### config.mk
export PLATFORM = sky130hd
export DESIGN_NAME = tsec_top
export DESIGN_NICKNAME = d
export VERILOG_FILES = /design/src/pkg/tsec_pkg.sv /design/src/verilog/tsec_edge_det.sv /design/src/verilog/tsec_sys_route.sv /design/src/verilog/tsec_top.sv
export SDC_FILE = /design/constraint.sdc
export NUM_CORES = 2
export LEC_CHECK = 0
export BUFFER_PORTS_ARGS = -buffer_cell sky130_fd_sc_hd__buf_2
export CAP_MARGIN = 20
export CORE_MARGIN = 2
export CORE_UTILIZATION = 35
export DETAILED_ROUTE_END_ITERATION = 10
export PLACE_DENSITY = 0.59
export SLEW_MARGIN = 20
export SYNTH_ARGS = -nofsm -noshare
export SYNTH_HDL_FRONTEND = slang
export SYNTH_SLANG_ARGS = --single-unit
### constraint.sdc
create_clock -name mclk_i -period 2.7 [get_ports mclk_i]
set_input_delay 0.27 -clock mclk_i [delete_from_list [all_inputs] [get_ports mclk_i]]
set_output_delay 0.27 -clock mclk_i [all_outputs]
set_load 0.005 [all_outputs]
### src/pkg/tsec_pkg.sv
package tsec_pkg;

    // ==========================================================
    // Sizes
    localparam int NUM_CHAN = 64;      // Peripheral channels
    localparam int NUM_EVT  = 16;      // Core event classes
    localparam int NUM_GEN  = 9;       // General-purpose levels
    localparam int GEN_BASE = 7;       // Event bit of the first level
    localparam int FIELD_W  = 4;       // Routing field per channel

    // ==========================================================
    // Register byte offsets
    localparam logic [7:0] OFS_LATCH   = 8'h00;
    localparam logic [7:0] OFS_MASK    = 8'h04;
    localparam logic [7:0] OFS_PEND    = 8'h08;
    localparam logic [7:0] OFS_CTRL    = 8'h0c;
    localparam logic [7:0] OFS_PMASK_L = 8'h10;
    localparam logic [7:0] OFS_PMASK_H = 8'h14;
    localparam logic [7:0] OFS_PSTAT_L = 8'h18;
    localparam logic [7:0] OFS_PSTAT_H = 8'h1c;
    localparam logic [7:0] OFS_PWAKE_L = 8'h20;
    localparam logic [7:0] OFS_PWAKE_H = 8'h24;
    localparam logic [7:0] OFS_ASSIGN0 = 8'h40;  // Eight words up to 8'h5c
    localparam logic [7:0] OFS_ASSIGN7 = 8'h5c;

    // ==========================================================
    // Field layouts and reset values
    localparam int         EVT_GLOBAL   = 4;          // Global enable slot, no event
    localparam int         CTRL_GIE_BIT = 0;
    localparam int         CTRL_WAKE_BIT = 1;
    localparam logic [15:0] LATCH_VALID = 16'hffef;
    localparam logic [15:0] MASK_FIXED  = 16'h000f;   // Always unmasked classes
    localparam logic [15:0] MASK_WR     = 16'hffe0;   // Software-writable mask bits
    localparam logic [15:0] MASK_RESET  = 16'h001f;
    localparam logic [15:0] GEN_BITS    = 16'hff80;
    localparam logic [15:0] EVT_RESET   = 16'h0000;
    localparam logic [63:0] PMASK_RESET = 64'h0;
    localparam logic [63:0] PWAKE_RESET = 64'h0;
    localparam logic        GIE_RESET   = 1'b1;
    localparam logic [7:0][31:0] ASSIGN_RESET = {
        32'h00006552, 32'h21144444, 32'h43333333, 32'h33333222,
        32'h22222222, 32'h21111111, 32'h11111000, 32'h00000000};

    // ==========================================================
    // Register selector and captured bus access
    typedef enum logic [3:0] {
        R_NONE    = 4'h0, R_LATCH   = 4'h1, R_MASK    = 4'h2, R_PEND    = 4'h3,
        R_CTRL    = 4'h4, R_PMASK_L = 4'h5, R_PMASK_H = 4'h6, R_PSTAT_L = 4'h7,
        R_PSTAT_H = 4'h8, R_PWAKE_L = 4'h9, R_PWAKE_H = 4'ha, R_ASSIGN  = 4'hb
    } tsec_reg_e_t;

    typedef struct packed {
        logic        wr;
        logic        priv;
        tsec_reg_e_t sel;
        logic [2:0]  aidx;
    } tsec_acc_t;

    // Highest-priority (lowest index) set bit: {valid, index}
    function automatic logic [4:0] tsec_first(input logic [15:0] v);
        logic [4:0] r;
        r = 5'h00;
        for (int i = 15; i >= 0; i--) begin
            if (v[i]) begin
                r = {1'b1, 4'(i)};
            end
        end
        return r;
    endfunction

endpackage

### src/verilog/tsec_edge_det.sv
`timescale 1ns/10ps
module tsec_edge_det import tsec_pkg::*; (
    input  wire logic                 mclk_i,
    input  wire logic                 reset_n_i,
    input  wire logic                 clk_en_i,
    input  wire logic [NUM_EVT-1:0]   level_i,
    input  wire logic [NUM_EVT-1:0]   rearm_i,
    output logic      [NUM_EVT-1:0]   rise_o
);

    // ==========================================================
    // Two-cycle rising edge detection
    logic [NUM_EVT-1:0] now_reg;
    logic [NUM_EVT-1:0] old_reg;

    // Sample, then remember; rearm forgets a held level so it counts again
    always_ff @(posedge mclk_i or negedge reset_n_i) begin
        if (!reset_n_i) begin
            now_reg <= '0;
            old_reg <= '0;
        end else if (clk_en_i) begin
            now_reg <= level_i;
            old_reg <= now_reg & ~rearm_i;
        end
    end

    assign rise_o = now_reg & ~old_reg;

endmodule

### src/verilog/tsec_sys_route.sv
`timescale 1ns/10ps
module tsec_sys_route import tsec_pkg::*; (
    input  wire logic [NUM_CHAN-1:0]         irq_i,
    input  wire logic [NUM_CHAN-1:0]         mask_i,
    input  wire logic [NUM_CHAN*FIELD_W-1:0] route_i,
    output logic      [NUM_GEN-1:0]          level_req_o
);

    // ==========================================================
    // Per-level OR of unmasked channels routed to that level
    logic [NUM_GEN-1:0][NUM_CHAN-1:0] hit;

    for (genvar l = 0; l < NUM_GEN; l++) begin : g_level
        for (genvar c = 0; c < NUM_CHAN; c++) begin : g_chan
            assign hit[l][c] = irq_i[c] & mask_i[c]
                             & (route_i[c*FIELD_W +: FIELD_W] == FIELD_W'(l));
        end
        assign level_req_o[l] = |hit[l];
    end

endmodule

### src/verilog/tsec_top.sv
// Register access over AHB-Lite and the register addresses were decided locally.
`timescale 1ns/10ps
// How it works
// - After reset, channels 47 to 52 route to level eleven.
// - After reset, channels 53,54 route to level eight; 55,56 to level nine.
// - After reset, channels 57 and 58 route to level twelve.
// - Core stage holds sixteen-bit latch, mask and pending registers.
// - Latch bit sets on capture, clears when the event is accepted.
// - Software latch writes take effect only where the mask bit is clear.
// - Mask one lets a latched event be serviced; zero keeps it latched.
// - Mask register is read and written only in supervisor mode.
// - Global general-purpose enable, set by on and cleared by off instruction.
// - Pending shows active or nested events; controller-updated, supervisor readable.
// - Six 32-bit system registers: mask, status, wakeup enable, two each.
// - Unmasked asserted channel is forwarded; masked channel is blocked.
// - Status bit reads one while its peripheral asserts its interrupt.
// - Wakeup-enabled channel event wakes the processor from power-down.
// - Simultaneous pulses on a shared level, even during handling, are tolerated.
// - Pending contents act as acknowledgement for a routed level.
// - Level latch bit sets on a rising edge detected in two cycles.
// - Latch bit clears when its pending bit becomes set.
// - After pending sets, a further rising edge is caught and queued.
// - Pending asserts no sooner than three cycles after an input edge.
// - Software rewrites the channel-to-level assignment registers.
// - Nine general levels plus emulation, reset, NMI, exception, error, timer.
module tsec_top import tsec_pkg::*; (
    input  wire logic                mclk_i,
    input  wire logic                reset_n_i,
    input  wire logic                clk_en_i,
    input  wire logic                hsel_i,
    input  wire logic [31:0]         haddr_i,
    input  wire logic [1:0]          htrans_i,
    input  wire logic                hwrite_i,
    input  wire logic [2:0]          hsize_i,
    input  wire logic [3:0]          hprot_i,
    input  wire logic [31:0]         hwdata_i,
    input  wire logic                hready_i,
    output logic      [31:0]         hrdata_o,
    output logic                     hreadyout_o,
    output logic                     hresp_o,
    input  wire logic [NUM_CHAN-1:0] periph_irq_i,
    input  wire logic [6:0]          core_event_i,
    input  wire logic                global_irq_on_instr_i,
    input  wire logic                global_irq_off_instr_i,
    input  wire logic                event_ack_i,
    input  wire logic                event_ret_i,
    output logic                     event_req_o,
    output logic      [3:0]          event_id_o,
    output logic      [NUM_EVT-1:0]  event_pending_o,
    output logic                     wake_o
);

    // ==========================================================
    // Address decode shared by the read and write paths
    function automatic tsec_acc_t tsec_decode(input logic [7:0] a, input logic wr, input logic priv);
        tsec_acc_t r;
        r.wr   = wr;
        r.priv = priv;
        r.aidx = a[4:2];
        case (a & 8'hfc)
            OFS_LATCH:   r.sel = R_LATCH;
            OFS_MASK:    r.sel = R_MASK;
            OFS_PEND:    r.sel = R_PEND;
            OFS_CTRL:    r.sel = R_CTRL;
            OFS_PMASK_L: r.sel = R_PMASK_L;
            OFS_PMASK_H: r.sel = R_PMASK_H;
            OFS_PSTAT_L: r.sel = R_PSTAT_L;
            OFS_PSTAT_H: r.sel = R_PSTAT_H;
            OFS_PWAKE_L: r.sel = R_PWAKE_L;
            OFS_PWAKE_H: r.sel = R_PWAKE_H;
            default: begin
                if ((a >= OFS_ASSIGN0) && (a <= OFS_ASSIGN7)) begin
                    r.sel = R_ASSIGN;
                end else begin
                    r.sel = R_NONE;
                end
            end
        endcase
        return r;
    endfunction

    // ==========================================================
    // State
    tsec_acc_t                  acc_reg;
    logic [NUM_EVT-1:0]         latch_reg;
    logic [NUM_EVT-1:0]         mask_reg;
    logic [NUM_EVT-1:0]         pend_reg;
    logic                       gie_reg;
    logic [NUM_CHAN-1:0]        pmask_reg;
    logic [NUM_CHAN-1:0]        pstat_reg;
    logic [NUM_CHAN-1:0]        pwake_reg;
    logic [7:0][31:0]           assign_reg;
    logic                       req_reg;
    logic [3:0]                 id_reg;
    logic                       wake_reg;
    logic [31:0]                rdata_reg;

    // ==========================================================
    // Combinational signals
    logic                       addr_phase;
    tsec_acc_t                  acc_next;
    logic                       wr_priv;
    logic [NUM_GEN-1:0]         level_req;
    logic [NUM_EVT-1:0]         evt_level;
    logic [NUM_EVT-1:0]         rise;
    logic [NUM_EVT-1:0]         pend_set;
    logic [NUM_EVT-1:0]         pend_clr;
    logic [NUM_EVT-1:0]         latch_next;
    logic [NUM_EVT-1:0]         pend_next;
    logic [NUM_EVT-1:0]         eligible;
    logic [NUM_EVT-1:0]         gen_gate;
    logic [4:0]                 sel_first;
    logic [4:0]                 cur_first;
    logic                       sel_ok;
    logic                       ack_taken;
    logic [31:0]                rdata_next;

    // ==========================================================
    // Bus address phase: word transfers only, privilege from hprot
    assign addr_phase = hsel_i & htrans_i[1] & hready_i & (hsize_i == 3'b010);
    assign acc_next   = addr_phase ? tsec_decode(haddr_i[7:0], hwrite_i, hprot_i[1])
                                   : tsec_acc_t'{wr: 1'b0, priv: 1'b0, sel: R_NONE, aidx: 3'h0};
    assign wr_priv    = acc_reg.wr & acc_reg.priv;

    // Capture the access for its data phase
    always_ff @(posedge mclk_i or negedge reset_n_i) begin
        if (!reset_n_i) begin
            acc_reg <= '{wr: 1'b0, priv: 1'b0, sel: R_NONE, aidx: 3'h0};
        end else if (clk_en_i) begin
            acc_reg <= acc_next;
        end
    end

    // Zero-wait slave that always answers OKAY
    always_ff @(posedge mclk_i or negedge reset_n_i) begin
        if (!reset_n_i) begin
            hreadyout_o <= 1'b0;
            hresp_o     <= 1'b0;
        end else if (clk_en_i) begin
            hreadyout_o <= 1'b1;
            hresp_o     <= 1'b0;
        end
    end

    // ==========================================================
    // System stage
    tsec_sys_route u_route (
        .irq_i       (periph_irq_i),
        .mask_i      (pmask_reg),
        .route_i     (assign_reg),
        .level_req_o (level_req)
    );

    // Peripheral status follows the raw request lines
    always_ff @(posedge mclk_i or negedge reset_n_i) begin
        if (!reset_n_i) begin
            pstat_reg <= '0;
        end else if (clk_en_i) begin
            pstat_reg <= periph_irq_i;
        end
    end

    // Wakeup request from enabled, asserting channels
    always_ff @(posedge mclk_i or negedge reset_n_i) begin
        if (!reset_n_i) begin
            wake_reg <= 1'b0;
        end else if (clk_en_i) begin
            wake_reg <= |(pstat_reg & pwake_reg);
        end
    end

    // Peripheral mask and wakeup enables, low and high words
    always_ff @(posedge mclk_i or negedge reset_n_i) begin
        if (!reset_n_i) begin
            pmask_reg <= PMASK_RESET;
            pwake_reg <= PWAKE_RESET;
        end else if (clk_en_i && acc_reg.wr) begin
            case (acc_reg.sel)
                R_PMASK_L: pmask_reg[31:0]  <= hwdata_i;
                R_PMASK_H: pmask_reg[63:32] <= hwdata_i;
                R_PWAKE_L: pwake_reg[31:0]  <= hwdata_i;
                R_PWAKE_H: pwake_reg[63:32] <= hwdata_i;
                default:   pmask_reg        <= pmask_reg;
            endcase
        end
    end

    // Channel-to-level assignment, defaults give the reset routing
    always_ff @(posedge mclk_i or negedge reset_n_i) begin
        if (!reset_n_i) begin
            assign_reg <= ASSIGN_RESET;
        end else if (clk_en_i && acc_reg.wr && (acc_reg.sel == R_ASSIGN)) begin
            assign_reg[acc_reg.aidx] <= hwdata_i;
        end
    end

    // ==========================================================
    // Core stage inputs: dedicated events low, routed levels high
    always_comb begin
        evt_level                             = '0;
        evt_level[6:0]                        = core_event_i;
        evt_level[EVT_GLOBAL]                 = 1'b0;
        evt_level[GEN_BASE +: NUM_GEN]        = level_req;
    end

    // Pending set re-arms the detector so a held or shared level counts again
    tsec_edge_det u_edge (
        .mclk_i    (mclk_i),
        .reset_n_i (reset_n_i),
        .clk_en_i  (clk_en_i),
        .level_i   (evt_level),
        .rearm_i   (pend_set),
        .rise_o    (rise)
    );

    // ==========================================================
    // Service selection with nesting against the current pending level
    assign gen_gate  = gie_reg ? 16'hffff : ~GEN_BITS;
    assign eligible  = latch_reg & (mask_reg | MASK_FIXED) & gen_gate;
    assign sel_first = tsec_first(eligible);
    assign cur_first = tsec_first(pend_reg);
    assign sel_ok    = sel_first[4] & (!cur_first[4] || (sel_first[3:0] < cur_first[3:0]));
    assign ack_taken = event_ack_i & req_reg & latch_reg[id_reg];

    // Request to the pipeline, dropped on the acknowledge edge
    always_ff @(posedge mclk_i or negedge reset_n_i) begin
        if (!reset_n_i) begin
            req_reg <= 1'b0;
            id_reg  <= 4'h0;
        end else if (clk_en_i) begin
            req_reg <= sel_ok & ~ack_taken;
            id_reg  <= sel_first[3:0];
        end
    end

    // Acknowledge enters the pending set; return unwinds the top level
    always_comb begin
        pend_set = '0;
        pend_clr = '0;
        if (ack_taken) begin
            pend_set[id_reg] = 1'b1;
        end
        if (event_ret_i && cur_first[4]) begin
            pend_clr[cur_first[3:0]] = 1'b1;
        end
    end

    assign pend_next = (pend_reg & ~pend_clr) | pend_set;

    // Pending register, controller-owned
    always_ff @(posedge mclk_i or negedge reset_n_i) begin
        if (!reset_n_i) begin
            pend_reg <= EVT_RESET;
        end else if (clk_en_i) begin
            pend_reg <= pend_next;
        end
    end

    // Latch next value: software, then accept clear, then edge set wins
    always_comb begin
        latch_next = latch_reg;
        if (wr_priv && (acc_reg.sel == R_LATCH)) begin
            latch_next = (latch_reg & mask_reg) | (hwdata_i[15:0] & ~mask_reg);
        end
        latch_next = latch_next & ~pend_set;
        latch_next = (latch_next | rise) & LATCH_VALID;
    end

    // Latch register
    always_ff @(posedge mclk_i or negedge reset_n_i) begin
        if (!reset_n_i) begin
            latch_reg <= EVT_RESET;
        end else if (clk_en_i) begin
            latch_reg <= latch_next;
        end
    end

    // Mask register, supervisor writes only
    always_ff @(posedge mclk_i or negedge reset_n_i) begin
        if (!reset_n_i) begin
            mask_reg <= MASK_RESET;
        end else if (clk_en_i && wr_priv && (acc_reg.sel == R_MASK)) begin
            mask_reg <= (hwdata_i[15:0] & MASK_WR) | MASK_RESET;
        end
    end

    // Global enable from the on and off instructions; off wins a tie
    always_ff @(posedge mclk_i or negedge reset_n_i) begin
        if (!reset_n_i) begin
            gie_reg <= GIE_RESET;
        end else if (clk_en_i) begin
            if (global_irq_off_instr_i) begin
                gie_reg <= 1'b0;
            end else if (global_irq_on_instr_i) begin
                gie_reg <= 1'b1;
            end
        end
    end

    // ==========================================================
    // Read data, chosen in the address phase; core registers need privilege
    always_comb begin
        rdata_next = 32'h0000_0000;
        case (acc_next.sel)
            R_LATCH:   rdata_next = acc_next.priv ? {16'h0000, latch_reg} : 32'h0000_0000;
            R_MASK:    rdata_next = acc_next.priv ? {16'h0000, mask_reg} : 32'h0000_0000;
            R_PEND:    rdata_next = acc_next.priv ? {16'h0000, pend_reg} : 32'h0000_0000;
            R_CTRL: begin
                rdata_next[CTRL_GIE_BIT]  = gie_reg;
                rdata_next[CTRL_WAKE_BIT] = wake_reg;
            end
            R_PMASK_L: rdata_next = pmask_reg[31:0];
            R_PMASK_H: rdata_next = pmask_reg[63:32];
            R_PSTAT_L: rdata_next = pstat_reg[31:0];
            R_PSTAT_H: rdata_next = pstat_reg[63:32];
            R_PWAKE_L: rdata_next = pwake_reg[31:0];
            R_PWAKE_H: rdata_next = pwake_reg[63:32];
            R_ASSIGN:  rdata_next = assign_reg[acc_next.aidx];
            default:   rdata_next = 32'h0000_0000;
        endcase
        if (acc_next.wr) begin
            rdata_next = 32'h0000_0000;
        end
    end

    // Read data register
    always_ff @(posedge mclk_i or negedge reset_n_i) begin
        if (!reset_n_i) begin
            rdata_reg <= 32'h0000_0000;
        end else if (clk_en_i) begin
            rdata_reg <= rdata_next;
        end
    end

    // ==========================================================
    // Outputs straight from flip-flops
    assign hrdata_o        = rdata_reg;
    assign event_req_o     = req_reg;
    assign event_id_o      = id_reg;
    assign event_pending_o = pend_reg;
    assign wake_o          = wake_reg;

endmodule
==> summary.md <==
| Metric | Value |
|---|---|
| Status | `finished, violations left` |
| Failing checks | `negative setup slack` |
| Final hold slack | `0.0397 ns` |
| PwrDens | `between 500 and 600 nW/µm²` |
| Initial antenna violation count | `16` |
| Clock sink count | `569` |
| Family with the most delay on the worst path | `simple AND/OR/NAND/NOR gates` |
| Final core utilization | `between 40% and 50%` |
| Crit-path max FO | `5` |
| Post-synth top area share | `between 30% and 40%` |
| Mapped Nets | `3384` |
| Die Ht | `between 300 and 400 µm` |
| Die span in x | `about 310 µm` |
| Adder-Cell Fraction of Synth Area | `0.224%` |
| Least-Margin Pin Slew | `around 1.2 ns` |
| Post-CTS Repair Setup Buffers | `0` |
| RSZ-0062 raised after global routing | `no` |
| Setup Crit Path Kind | `register to register` |
| Instance area after placement | `between 30000 and 40000 µm²` |
| Top post-synthesis cells by count | `dfrtp_1, mux2_2, nand2_1` |
| Ys flop type | `dfrtp_1` |
| Data arrival, critical path | `3.30 ns` |
| VDD IR max | `~0.43 mV` |
| TritonCTS clock tree | `built` |
| Endpoint type of the worst setup path | `register` |
| Compound-Gate Fraction of Synth Area | `13.3%` |
| DR WL/cell | `around 41 µm` |
| Total number of vias | `approximately 35000` |
| Synth top area cells | `dfrtp_1, mux2_2, dfstp_2, nor3_1, nand2_1` |
| Power Total | `22.3 mW` |
| Synth cell types | `93` |
| Area leader, netlist | `dfrtp_1` |
| Filler instances | `between 9000 and 10000` |
| Slew Limit Headroom | `between 20 and 25%` |
| Largest family of logic cells by synthesized area | `simple AND/OR/NAND/NOR gates` |
| Non-Filler Instances | `roughly 5200` |
| Setup TNS | `-0.263 ns` |
| CP Buf/Inv Count | `1` |
| Register area share after synthesis | `42.7%` |
| # port buffers | `between 150 and 200` |
| Mux share of post-synthesis cell area | `a little under 20%` |
| Final setup margin | `-0.104 ns` |
| Worst-case clock buffer depth | `3` |
| Worst hold-check path type | `input pin to register` |
| XOR/XNOR Fraction of Synth Area | `less than 1%` |
| Core area | `~95000 µm²` |
| Area delta synth->final | `27.3%` |
| Worst Skew | `approximately 0.040 ns` |
| Total track usage | `42.8%` |
| Final setup viols | `5` |
| Remaining antenna violation count after routing | `0` |
| Synth Area in Simple Gates | `between 20% and 30%` |
| Critical Path Start Type | `register` |
| Final net count | `~4000` |
| IO Count | `210` |
| Final hold vios | `0` |
| First-pass GRT wire length | `288 mm` |
| Crit path largest cell delay | `~0.56 ns` |
| Max Cap Violations | `0` |
| Synthesized netlist cell count | `between 3000 and 4000` |
| P_leak | `18.1 nW` |
| Starting DRT DRC Count | `a little under 6000` |
| WL final | `214 mm` |
| Final Max Slew Viols | `0` |
| Post-synth EDFFs | `0` |
| Worst path required time | `3.20 ns` |
| Share of layout cells above drive strength 1 | `38.4%` |
| Grt total ovfl | `0` |
| DRC violations left | `0` |
| CTS Root Cell | `clkbuf_16` |
| GPL Wtd Cong | `around 1.1` |
| Initial Utilization | `35.3%` |
| Vias per cell | `a little under 7` |
| CP max stage cell | `dfrtp_1` |
| Minimum clock period | `2.80 ns` |
| Vias in the first global route | `around 33000` |
| Worst path cell trace | `or4bb_1, o22ai_1, a311oi_1, buf_4, nand4_1, nor2_1, a32oi_1` |
| H-tree levels | `3` |
| FMAX | `between 300 and 400 MHz` |
| Largest net degree at the start of global routing | `76` |
| Average cell area after synthesis | `between 10 and 15 µm²` |
| Ys async rst share | `100%` |
| Reg clk slew, reported paths | `around 0.060 ns` |
| Post-DP HPWL | `173 mm` |
| Die ar. | `between 90000 and 100000 µm²` |
| TritonCTS Buffers | `71` |
| #FFs+latches synth | `about 570` |
| Clk_lat worst skew | `0.68 ns` |
| DRT Pass-1 Iters | `8` |
| Syn Std Cell Area | `about 34000 µm²` |
| Pre-CTS setup slack | `-0.253 ns` |
| Final period utilization | `104%` |
| Placed insts | `around 5000` |
| Max reg flops | `about 260` |
| Synthesis Warnings | `0` |
| Row count | `around 110` |
| Post-route cell area | `42700 µm²` |
| Count leader, synth | `dfrtp_1` |
-- worst reg2reg max path: stages (launching register included) --
cell and delay, ns:
dfrtp_1 0.56, or4bb_1 0.47, o22ai_1 0.13, a311oi_1 0.48, buf_4 0.22, nand4_1 0.24, nor2_1 0.30, a32oi_1 0.23
-- layout by cell type, fill, tap and decap left out, types with 14 or more instances in the layout --
cell type      netlist  layout
buf_4               16     525
dfrtp_1            504     504
mux2_2             475     475
nand2_1            243     243
nor3_1             186     185
buf_2               54     175
nor2_1             151     148
nor4_1             110     109
o21ai_0            101     100
a22oi_1             88      88
nand2b_1            87      87
nand3_1             82      78
o22ai_1             77      77
clkbuf_16            0      73
dfstp_2             65      65
nand4_1             59      59
a21oi_1             46      46
nand3b_1            44      44
a222oi_1            44      44
nand4b_1            44      44
inv_1               42      42
nor3b_1             41      41
mux2i_1             39      39
buf_12               0      38
mux4_2              34      34
a32oi_1             33      33
dlygate4sd3_1        0      33
a31oi_1             27      27
a22o_1              22      22
nor2b_1             20      20
or3b_2              19      19
nand4bb_1           20      19
a221oi_1            18      17
o31ai_1             16      16
o21ai_1             15      16
a2bb2oi_1           16      16
clkbuf_8             0      16
o32ai_1             14      14
-- layer usage --
layer / up-vias / track usage, % / part of all wire [%]
li1: 13800 / - / -
met1: 18000 / 58.9 / 40
met2: 2539 / 60.0 / 40
met3: 522 / 9.66 / 11
met4: 12 / 28.4 / 8.1
met5: - / 0 / 0.036
-- what timing repair did --
action,in CTS,in global routing
hold buffers,33,0
endpoints found under the setup margin,1,2
hold endpoints to repair,67,0
resized for setup,1,2
-- area by class of cell --
type | instances | area, µm² | share of cell area, %
Antenna cell | 7 | 17.5 | 0.0410
Clock buffer | 102 | 2100 | 4.91
Clock inverter | 26 | 362 | 0.847
Inverter | 43 | 163 | 0.381
Multi-Input combinational cell | 2393 | 18200 | 42.7
Sequential cell | 569 | 14300 | 33.5
Tap cell | 1265 | 1580 | 3.71
Timing Repair Buffer | 774 | 5940 | 13.9
-- worst paths after layout --
kind                                   start                 to  slack, ns  cells past startpoint
hold reg to reg            u_edge.old_reg[0]       latch_reg[0]       0.45                      1
max in group asynchronous          reset_n_i    assign_reg[172]       1.60                      3
setup reg to reg               pmask_reg[55]  u_edge.now_reg[9]      -0.10                      7
hold / removal              periph_irq_i[41]      pstat_reg[41]       0.04                      2
min in group asynchronous          reset_n_i     assign_reg[99]       0.19                      2
setup / recovery               pmask_reg[55]  u_edge.now_reg[9]      -0.10                      7
-- cell families (layout without fill, tap and decap cells) --
logic type / Yosys count / count (layout)
AND/OR/NAND/NOR: 1220 / 1220
AO/OA/AOI/OAI: 614 / 614
flip-flops: 569 / 569
multiplexers: 551 / 551
buffers and inverters: 262 / 945
adder cells (fa/ha/maj): 6 / 6
other: 1 / 8
XOR/XNOR: 1 / 1
-- power breakdown --
group	total, mW	internal [mW]	switching [mW]
logic	2.77	0.956	1.81
registers	9.29	8.80	0.488
clock network	10.3	6.03	4.23
(Power assumes the default switching activity.)
